--- config.mk ---
export PLATFORM = sky130hd
export DESIGN_NAME = dpx_exception_unit
export DESIGN_NICKNAME = d
export VERILOG_FILES = /design/src/dpx_pkg.sv /design/src/dpx_exception_unit.sv
export SDC_FILE = /design/constraint.sdc
export NUM_CORES = 2
export LEC_CHECK = 0
export BUFFER_PORTS_ARGS = -buffer_cell sky130_fd_sc_hd__buf_4
export CAP_MARGIN = 20
export CORE_AREA = 2 2 336 338
export CTS_BUF_LIST = sky130_fd_sc_hd__clkbuf_8
export DETAILED_ROUTE_END_ITERATION = 10
export DIE_AREA = 0 0 338 340
export PLACE_DENSITY_LB_ADDON = 0.12
export RECOVER_POWER = 100
export SLEW_MARGIN = 10
export SYNTH_ARGS = -nofsm -noshare
export SYNTH_HDL_FRONTEND = slang
export SYNTH_SLANG_ARGS = --single-unit
export TNS_END_PERCENT = 10
--- constraint.sdc ---
create_clock -name CORE_CLK -period 3.5 [get_ports CORE_CLK]
set_input_delay 0.875 -clock CORE_CLK [delete_from_list [all_inputs] [get_ports CORE_CLK]]
set_output_delay 0.875 -clock CORE_CLK [all_outputs]
set_load 0.01 [all_outputs]
--- src/dpx_pkg.sv ---
// What this block does
// - Add and subtract may raise all conditions except divide-by-zero.
// - Scalar arithmetic touches only the low element; packed touches both.
// - Multiply may raise all conditions except divide-by-zero.
// - Divide may raise all six conditions; only divide raises divide-by-zero.
// - Predicate compares raise only invalid and denormal.
// - Ordered/unordered scalar compares set integer flags; raise only invalid, denormal.
// - Maximum and minimum return larger/smaller elements; raise only invalid, denormal.
// - Square root raises only invalid, denormal and inexact.
// - Four integers to four singles raises only inexact.
// - Every float to integer conversion raises only invalid and inexact.
// - Rounding conversions use the rounding field of the control/status register.
// - Truncating conversions always truncate, whatever the rounding field holds.
// - Double to single narrowing raises all conditions except divide-by-zero.
// - Single to double widening raises only invalid and denormal.
// - Integer to double conversion raises no condition, from any source.
// - Bitwise AND, AND-NOT, OR and XOR raise no condition.
// - Aligned and unaligned 128-bit moves raise no condition.
// - Half moves carry 64 bits to one field, keep the other in register form, zero it in memory form, raise nothing.
// - Scalar double move carries 64 bits and raises nothing.
// - Sign-mask extraction copies element signs into a 32-bit register, raises nothing.
// - Interleaves merge high or low halves; interleaves and shuffle raise nothing.
package dpx_pkg;

  typedef enum logic [4:0] {
    OP_ADD, OP_SUB, OP_MUL, OP_DIV, OP_SQRT, OP_CMP_PRED, OP_CMP_ORD, OP_CMP_UNORD,
    OP_MAX, OP_MIN, OP_I2S, OP_F2I_ROUND, OP_F2I_TRUNC, OP_NARROW, OP_WIDEN, OP_I2D,
    OP_AND, OP_ANDN, OP_OR, OP_XOR, OP_MOV128, OP_MOV_HI, OP_MOV_LO, OP_MOV_SD,
    OP_SIGN_MASK, OP_UNPACK_HI, OP_UNPACK_LO, OP_SHUFFLE
  } op_t;

  typedef struct packed {
    logic inv;
    logic den;
    logic zdiv;
    logic ovf;
    logic unf;
    logic inx;
  } fp_flags_t;

  typedef struct packed {
    logic zf;
    logic pf;
    logic cf;
  } int_flags_t;

  typedef struct packed {
    logic         valid;
    op_t          op;
    logic         scalar;
    logic         mem;
    logic [7:0]   imm;
    logic [127:0] a;
    logic [127:0] b;
  } issue_t;

  localparam int DW = 64;
  localparam int SW = 32;
  localparam int EXP_LO = 52;
  localparam int EXP_HI = 62;
  localparam int QUIET_BIT = 51;
  localparam logic [10:0] EXP_ONES = 11'h7ff;
  localparam logic [1:0] RC_TRUNC = 2'h3;

  localparam fp_flags_t MAP_ARITH  = 6'h37;
  localparam fp_flags_t MAP_DIV    = 6'h3f;
  localparam fp_flags_t MAP_CMP    = 6'h30;
  localparam fp_flags_t MAP_SQRT   = 6'h31;
  localparam fp_flags_t MAP_I2S    = 6'h01;
  localparam fp_flags_t MAP_F2I    = 6'h21;
  localparam fp_flags_t MAP_NONE   = 6'h00;

  localparam int_flags_t IF_UNORD = 3'h7;
  localparam int_flags_t IF_GT    = 3'h0;
  localparam int_flags_t IF_LT    = 3'h1;
  localparam int_flags_t IF_EQ    = 3'h4;

  localparam logic [2:0] PR_EQ    = 3'h0;
  localparam logic [2:0] PR_LT    = 3'h1;
  localparam logic [2:0] PR_LE    = 3'h2;
  localparam logic [2:0] PR_UNORD = 3'h3;
  localparam logic [2:0] PR_NEQ   = 3'h4;
  localparam logic [2:0] PR_NLT   = 3'h5;
  localparam logic [2:0] PR_NLE   = 3'h6;

endpackage

--- src/dpx_exception_unit.sv ---
`timescale 1ns/1ps
`default_nettype none
module dpx_exception_unit (
  // Clock, reset and enable.
  input  wire logic              CORE_CLK,
  input  wire logic              RESET,
  input  wire logic              CLK_EN,
  // Issue from the decoder.
  input  wire dpx_pkg::issue_t   ISSUE,
  // Control fields of the control/status register.
  input  wire logic [1:0]        ROUND_FIELD,
  input  wire dpx_pkg::fp_flags_t EXC_MASK,
  input  wire logic              STICKY_CLEAR,
  // Arithmetic datapath, serving the operation in stage one.
  output var  dpx_pkg::issue_t   STAGE,
  output logic [1:0]             ROUND_SEL,
  input  wire logic [127:0]      ARITH_RESULT,
  input  wire dpx_pkg::fp_flags_t ARITH_COND,
  // Results.
  output logic                   RESULT_VALID,
  output logic [127:0]           RESULT,
  output logic [31:0]            GPR_RESULT,
  output var  dpx_pkg::int_flags_t INT_FLAGS,
  output logic                   INT_FLAGS_VALID,
  output var  dpx_pkg::fp_flags_t STICKY_FLAGS,
  output logic                   EXC_SIGNAL
);

  typedef struct packed {
    dpx_pkg::issue_t    s1;
    logic [1:0]         rsel;
    logic               out_valid;
    logic [127:0]       result;
    logic [31:0]        gpr;
    dpx_pkg::int_flags_t iflags;
    logic               iflags_valid;
    dpx_pkg::fp_flags_t sticky;
    logic               exc;
  } state_t;

  state_t state_ff;
  state_t nxt_state;

  function automatic logic is_nan(input logic [63:0] v);
    return (v[dpx_pkg::EXP_HI:dpx_pkg::EXP_LO] == dpx_pkg::EXP_ONES) && (v[dpx_pkg::EXP_LO-1:0] != '0);
  endfunction

  function automatic logic is_snan(input logic [63:0] v);
    return is_nan(v) && !v[dpx_pkg::QUIET_BIT];
  endfunction

  function automatic logic is_den(input logic [63:0] v);
    return (v[dpx_pkg::EXP_HI:dpx_pkg::EXP_LO] == '0) && (v[dpx_pkg::EXP_LO-1:0] != '0);
  endfunction

  // Returns {unordered, less, equal} for a against b.
  function automatic logic [2:0] fcmp(input logic [63:0] a, input logic [63:0] b);
    logic sa;
    logic sb;
    logic mag_lt;
    sa = a[dpx_pkg::DW-1];
    sb = b[dpx_pkg::DW-1];
    mag_lt = a[dpx_pkg::DW-2:0] < b[dpx_pkg::DW-2:0];
    if (is_nan(a) || is_nan(b)) begin
      return 3'h4;
    end else if ((a[dpx_pkg::DW-2:0] == '0) && (b[dpx_pkg::DW-2:0] == '0)) begin
      return 3'h1;
    end else if (sa != sb) begin
      return {1'b0, sa, 1'b0};
    end else if (a == b) begin
      return 3'h1;
    end else begin
      return {1'b0, mag_lt ^ sa, 1'b0};
    end
  endfunction

  // Which conditions each operation class may raise.
  function automatic dpx_pkg::fp_flags_t allowed(input dpx_pkg::op_t op);
    case (op)
      dpx_pkg::OP_ADD, dpx_pkg::OP_SUB:                 return dpx_pkg::MAP_ARITH;
      dpx_pkg::OP_MUL:                                  return dpx_pkg::MAP_ARITH;
      dpx_pkg::OP_DIV:                                  return dpx_pkg::MAP_DIV;
      dpx_pkg::OP_SQRT:                                 return dpx_pkg::MAP_SQRT;
      dpx_pkg::OP_CMP_PRED:                             return dpx_pkg::MAP_CMP;
      dpx_pkg::OP_CMP_ORD, dpx_pkg::OP_CMP_UNORD:       return dpx_pkg::MAP_CMP;
      dpx_pkg::OP_MAX, dpx_pkg::OP_MIN:                 return dpx_pkg::MAP_CMP;
      dpx_pkg::OP_I2S:                                  return dpx_pkg::MAP_I2S;
      dpx_pkg::OP_F2I_ROUND, dpx_pkg::OP_F2I_TRUNC:     return dpx_pkg::MAP_F2I;
      dpx_pkg::OP_NARROW:                               return dpx_pkg::MAP_ARITH;
      dpx_pkg::OP_WIDEN:                                return dpx_pkg::MAP_CMP;
      default:                                          return dpx_pkg::MAP_NONE;
    endcase
  endfunction

  function automatic logic pred(input logic [2:0] c, input logic [2:0] p);
    case (p)
      dpx_pkg::PR_EQ:    return c[0];
      dpx_pkg::PR_LT:    return c[1];
      dpx_pkg::PR_LE:    return c[1] | c[0];
      dpx_pkg::PR_UNORD: return c[2];
      dpx_pkg::PR_NEQ:   return !c[0];
      dpx_pkg::PR_NLT:   return !c[1];
      dpx_pkg::PR_NLE:   return !(c[1] | c[0]);
      default:           return !c[2];
    endcase
  endfunction

  always_comb begin
    dpx_pkg::issue_t    s;
    dpx_pkg::fp_flags_t cond;
    dpx_pkg::fp_flags_t raised;
    logic [127:0]       res;
    logic [2:0]         c;
    logic [63:0]        ea;
    logic [63:0]        eb;
    int                 lanes;
    s = state_ff.s1;
    cond = '0;
    raised = '0;
    res = '0;
    c = '0;
    ea = '0;
    eb = '0;
    lanes = s.scalar ? 1 : 2;
    nxt_state = state_ff;

    nxt_state.s1 = ISSUE;
    nxt_state.rsel = (ISSUE.op == dpx_pkg::OP_F2I_TRUNC) ? dpx_pkg::RC_TRUNC : ROUND_FIELD;

    nxt_state.out_valid = s.valid;
    nxt_state.iflags_valid = 1'b0;
    nxt_state.gpr = '0;

    case (s.op)
      dpx_pkg::OP_ADD, dpx_pkg::OP_SUB, dpx_pkg::OP_MUL, dpx_pkg::OP_DIV, dpx_pkg::OP_SQRT,
      dpx_pkg::OP_WIDEN: begin
        cond = ARITH_COND;
        res = s.scalar ? {s.a[2*dpx_pkg::DW-1:dpx_pkg::DW], ARITH_RESULT[dpx_pkg::DW-1:0]}
                       : ARITH_RESULT;
      end
      dpx_pkg::OP_NARROW: begin
        cond = ARITH_COND;
        res = s.scalar ? {s.a[2*dpx_pkg::DW-1:dpx_pkg::SW], ARITH_RESULT[dpx_pkg::SW-1:0]}
                       : {64'h0, ARITH_RESULT[dpx_pkg::DW-1:0]};
      end
      dpx_pkg::OP_I2S, dpx_pkg::OP_I2D: begin
        cond = ARITH_COND;
        res = ARITH_RESULT;
      end
      dpx_pkg::OP_F2I_ROUND, dpx_pkg::OP_F2I_TRUNC: begin
        cond = ARITH_COND;
        res = ARITH_RESULT;
        nxt_state.gpr = ARITH_RESULT[dpx_pkg::SW-1:0];
      end
      dpx_pkg::OP_CMP_PRED, dpx_pkg::OP_MAX, dpx_pkg::OP_MIN: begin
        res = s.a;
        for (int i = 0; i < 2; i++) begin
          if (i < lanes) begin
            ea = s.a[i*dpx_pkg::DW +: dpx_pkg::DW];
            eb = s.b[i*dpx_pkg::DW +: dpx_pkg::DW];
            c = fcmp(ea, eb);
            cond.den = cond.den | is_den(ea) | is_den(eb);
            if (s.op == dpx_pkg::OP_CMP_PRED) begin
              res[i*dpx_pkg::DW +: dpx_pkg::DW] = {dpx_pkg::DW{pred(c, s.imm[2:0])}};
              cond.inv = cond.inv | is_snan(ea) | is_snan(eb) |
                         (c[2] && (s.imm[1:0] != 2'h0) && (s.imm[1:0] != 2'h3));
            end else begin
              // Unordered or equal zeros return the second operand.
              if (s.op == dpx_pkg::OP_MAX) begin
                res[i*dpx_pkg::DW +: dpx_pkg::DW] = (!c[2] && !c[1] && !c[0]) ? ea : eb;
              end else begin
                res[i*dpx_pkg::DW +: dpx_pkg::DW] = (!c[2] && c[1]) ? ea : eb;
              end
              cond.inv = cond.inv | c[2];
            end
          end
        end
      end
      dpx_pkg::OP_CMP_ORD, dpx_pkg::OP_CMP_UNORD: begin
        ea = s.a[dpx_pkg::DW-1:0];
        eb = s.b[dpx_pkg::DW-1:0];
        c = fcmp(ea, eb);
        res = s.a;
        cond.den = is_den(ea) | is_den(eb);
        cond.inv = (s.op == dpx_pkg::OP_CMP_ORD) ? c[2] : (is_snan(ea) | is_snan(eb));
        nxt_state.iflags_valid = s.valid;
        nxt_state.iflags = c[2] ? dpx_pkg::IF_UNORD : c[1] ? dpx_pkg::IF_LT :
                           c[0] ? dpx_pkg::IF_EQ : dpx_pkg::IF_GT;
      end
      dpx_pkg::OP_AND:  res = s.a & s.b;
      dpx_pkg::OP_ANDN: res = ~s.a & s.b;
      dpx_pkg::OP_OR:   res = s.a | s.b;
      dpx_pkg::OP_XOR:  res = s.a ^ s.b;
      dpx_pkg::OP_MOV128: res = s.b;
      dpx_pkg::OP_MOV_HI: begin
        res = s.mem ? {64'h0, s.a[2*dpx_pkg::DW-1:dpx_pkg::DW]}
                    : {s.b[dpx_pkg::DW-1:0], s.a[dpx_pkg::DW-1:0]};
      end
      dpx_pkg::OP_MOV_LO: begin
        res = s.mem ? {64'h0, s.a[dpx_pkg::DW-1:0]}
                    : {s.a[2*dpx_pkg::DW-1:dpx_pkg::DW], s.b[dpx_pkg::DW-1:0]};
      end
      dpx_pkg::OP_MOV_SD: begin
        res = s.mem ? {64'h0, s.b[dpx_pkg::DW-1:0]}
                    : {s.a[2*dpx_pkg::DW-1:dpx_pkg::DW], s.b[dpx_pkg::DW-1:0]};
      end
      dpx_pkg::OP_SIGN_MASK: begin
        res = s.a;
        nxt_state.gpr = {30'h0, s.b[2*dpx_pkg::DW-1], s.b[dpx_pkg::DW-1]};
      end
      dpx_pkg::OP_UNPACK_HI: res = {s.b[2*dpx_pkg::DW-1:dpx_pkg::DW], s.a[2*dpx_pkg::DW-1:dpx_pkg::DW]};
      dpx_pkg::OP_UNPACK_LO: res = {s.b[dpx_pkg::DW-1:0], s.a[dpx_pkg::DW-1:0]};
      dpx_pkg::OP_SHUFFLE: begin
        res = {s.b[s.imm[1]*dpx_pkg::DW +: dpx_pkg::DW], s.a[s.imm[0]*dpx_pkg::DW +: dpx_pkg::DW]};
      end
      default: res = s.a;
    endcase

    // The class map is the final gate, so a stray datapath condition never escapes.
    raised = s.valid ? (cond & allowed(s.op)) : '0;
    // Side results hold, like the main result, until a valid operation replaces them.
    if (!s.valid) begin
      nxt_state.gpr = state_ff.gpr;
      nxt_state.iflags = state_ff.iflags;
    end
    if (s.valid) begin
      nxt_state.result = res;
    end
    // A condition arriving with the clear still lands in the sticky flags.
    nxt_state.sticky = (STICKY_CLEAR ? '0 : state_ff.sticky) | raised;
    nxt_state.exc = |(raised & ~EXC_MASK);
  end

  always_ff @(posedge CORE_CLK) begin
    if (RESET) begin
      state_ff <= '0;
    end else if (CLK_EN) begin
      state_ff <= nxt_state;
    end
  end

  assign STAGE           = state_ff.s1;
  assign ROUND_SEL       = state_ff.rsel;
  assign RESULT_VALID    = state_ff.out_valid;
  assign RESULT          = state_ff.result;
  assign GPR_RESULT      = state_ff.gpr;
  assign INT_FLAGS       = state_ff.iflags;
  assign INT_FLAGS_VALID = state_ff.iflags_valid;
  assign STICKY_FLAGS    = state_ff.sticky;
  assign EXC_SIGNAL      = state_ff.exc;

endmodule
`default_nettype wire

==> summary.md <==
| Metric | Value |
|---|---|
| Ys async rst share | `0` |
| Synth top area share | `0.275` |
| PD cells | `369 nW/um^2` |
| Post-route ant nets | `0` |
| Core Box Area | `112000 sq um` |
| Worst-path fanout max | `10` |
| CTS tree | `done` |
| Capturing point of the worst reg2reg path | `RESULT[4]` |
| Number of flops mapped to enable cells by yosys | `0` |
| Worst hold path type | `input pin to flip-flop` |
| Netlist cell types | `82` |
| Clock net sink count | `451` |
| Die area | `115000 sq um` |
| CTS root buf | `clkbuf_8` |
| IO buf count | `863` |
| Sw Ratio | `0.367` |
| H-tree Lvls | `3` |
| WP data arrival | `4.53 ns` |
| Failing checks | `max-capacitance violations, max-slew violations, negative setup slack` |
| Global route overflow | `0` |
| Hold EP | `STAGE[183]` |
| Post-synth top area cell | `dfxtp_1` |
| # nets final | `6228` |
| Leakage | `20.7 nW` |
| Cells after synthesis | `4179` |
| Register-to-Register Path Depth | `18` |
| Die height | `340 um` |
| Final instance area | `49600 sq um` |
| Final setup viols | `130` |
| Comb power frac | `0.351` |
| Io pins | `864` |
| DPL Wire Length | `151000 um` |
| Worst-path clk slew | `0.06 ns` |
| Die X | `338 um` |
| Part of the power in registers | `0.306` |
| Final Hold Fails | `0` |
| FF-to-FF setup slack | `-0.36 ns` |
| Seq cells post-synth | `451` |
| Number of DRC markers in iteration 0 | `3463` |
| Post-synth top flop | `dfxtp_1` |
| Initial antenna violation count | `21` |
| Crit Path Category | `flip-flop to flip-flop` |
| Crit. End Element | `flip-flop` |
| Pint | `0.0116 W` |
| Most common cell in the netlist | `nor2_1` |
| Max-slew violations | `359` |
| Sequential area share after synthesis | `0.275` |
| Post-DP Area | `46100 sq um` |
| Vias in the first global route | `39362` |
| Fmax | `0.259 GHz` |
| Initial core utilization | `0.294` |
| Startpoint types | `flip-flop` |
| Maximum root-to-sink buffer count | `3` |
| Min cycle time layout | `3.86 ns` |
| Drt pass-1 iters | `6` |
| Placed Instances | `6904` |
| RD Place Congestion | `0.922` |
| YS warnings | `0` |
| DR vias/cell | `5.66` |
| DRT Wirelength | `208000 um` |
| Slew headroom | `-0.653` |
| Final period utilization | `1.10` |
| Global-route wire length before repair | `290000 um` |
| Skew final | `0.0445 ns` |
| Largest net degree at the start of global routing | `130` |
| Syn_area_per_cell | `7.85 sq um` |
| Reg-to-Reg Start | `STAGE[143]` |
| Hold Startpoint | `ISSUE[183]` |
| Worst setup margin | `-0.363 ns` |
| Hold Path Stages | `3` |
| DRC viols | `0` |
| Sw power | `0.00672 W` |
| Post-DR wirelength/cell | `29.1 um` |
| Status | `finished with violations` |
| Num CTS Buffers | `95` |
| Syn Std Cell Area | `32800 sq um` |
| Total GRT Usage | `0.345` |
| Post-Layout Cell Count | `7147` |
| Max Cap Viol | `3` |
| RSZ-0062 raised after global routing | `true` |
| Peak VDD IR | `0.000236 V` |
| Commonest cells in the netlist | `539 x nor2_1, 451 x dfxtp_1, 377 x a21oi_1` |
| Vias | `40475` |
| P&R area growth vs syn | `51.0%` |
| Syn_nets | `4856` |
| Worst skew pair latency | `0.80 ns` |
| Required time worst endpoint | `4.17 ns` |
| Top cells by area, synth | `dfxtp_1 28%, mux2i_1 10%, ha_1 9.9%` |
| Fin Setup TNS | `-39.01 ns` |
| Share of cells above drive strength 1 | `0.324` |
| FP Rows | `123` |
| Clk pwr share | `0.343` |
| Actual slew at the worst max-slew pin | `2.48 ns` |
-- area by class of cell --
type	count	area [sq um]
repair buffers	1648	12100
inverters	313	1180
well taps	1500	1880
diodes	15	37.5
flip-flops and latches	451	9110
clock buffers	122	1680
fillers	11682	62000
clock inverters	56	353
multi-input cells	3042	23300
-- cell families (layout without fill, tap and decap cells) --
family / count (synthesis) / count (layout) / synth area share
other: 0 / 15 / 0
adders and majority gates: 259 / 259 / 0.0987
AOI/OAI and AO/OA: 1286 / 1286 / 0.280
and+or+nand+nor: 1127 / 1127 / 0.151
muxes: 346 / 346 / 0.106
xor gates and xnor gates: 24 / 24 / 0.00682
DFF: 451 / 451 / 0.275
buffers and inverters: 686 / 2139 / 0.0823
-- power by group through the flow --
stage	combinational (W)	sequential, W	clock (W)
floorplan	0.00244	0.00588	0
detailed placement	0.00573	0.00569	0
CTS	0.00642	0.00559	0.00636
finish	0.00642	0.00559	0.00628
global route	0.00678	0.00561	0.00657
global placement	0.00570	0.00569	0
-- registers in the layout, summed over array words and instances, names as in the netlist, named ones only --
name,flops
EXC_SIGNAL,1
GPR_RESULT,32
INT_FLAGS,3
INT_FLAGS_VALID,1
RESULT,128
RESULT_VALID,1
ROUND_SEL,2
STAGE,272
STICKY_FLAGS,6
-- per-stage QoR --
stage	util	power, W	hold WS, ns	worst slack (ns)
6_report	0.444	0.0183	0.313	-0.363
5_1_grt	0.444	0.0190	0.289	-0.470
4_1_cts	0.454	0.0184	0.260	-0.301
3_5_place_dp	0.413	0.0114	0.447	-0.750
3_3_place_gp	0.413	0.0114	0.438	-0.765
2_1_floorplan	-	0.00832	0.476	0.00147
-- worst max-delay path by stage --
stage / startpoint / end / depth (start not counted)
3_3_place_gp: STAGE[16] / RESULT[28] / 17
2_1_floorplan: STAGE[140] / RESULT[10] / 15
5_1_grt: STAGE[234] / RESULT[121] / 18
6_report: STAGE[143] / RESULT[4] / 18
3_5_place_dp: STAGE[9] / RESULT[39] / 15
4_1_cts: STAGE[247] / RESULT[64] / 17
-- critical path, cell delays in order, from the launching register on --
cell and delay (ns):
dfxtp_1 0.48, inv_4 0.07, ha_4 0.26, nor4_4 0.28, buf_4 0.17, nand4_1 0.23
buf_4 0.24, nor4_4 0.19, buf_6 0.20, a32oi_4 0.08, and4b_1 0.24, o22ai_2 0.11
nand2_2 0.08, or4_4 0.49, nand3_4 0.14, buf_12 0.14, buf_8 0.11, buf_16 0.14
a21boi_1 0.06
-- per-layer routing --
layer / routed length (um) / global-route usage / share of wire / vias up
met5: 82 / 0 / 0.00039 / -
li1: - / - / - / 18097
met4: 12200 / 0.173 / 0.059 / 12
met2: 96100 / 0.566 / 0.46 / 2149
met3: 17300 / 0.0706 / 0.083 / 517
met1: 82100 / 0.428 / 0.40 / 19700
-- layout by cell type, fill, tap and decap left out, types with 170 or more instances in the layout --
cell type	instances
a21oi_1	360
buf_4	1141
clkbuf_1	390
dfxtp_1	401
ha_1	203
inv_1	310
mux2i_1	337
nand2_1	276
nor2_1	530
o21ai_0	170
-- what timing repair did --
item,in CTS,in global routing
gates cloned,13,1
hold buffers,0,0
setup buffers,32,6
pin swaps,105,22
endpoints found under the setup margin,131,130
resized for setup,326,81
Power figures use the tool's default switching activity.
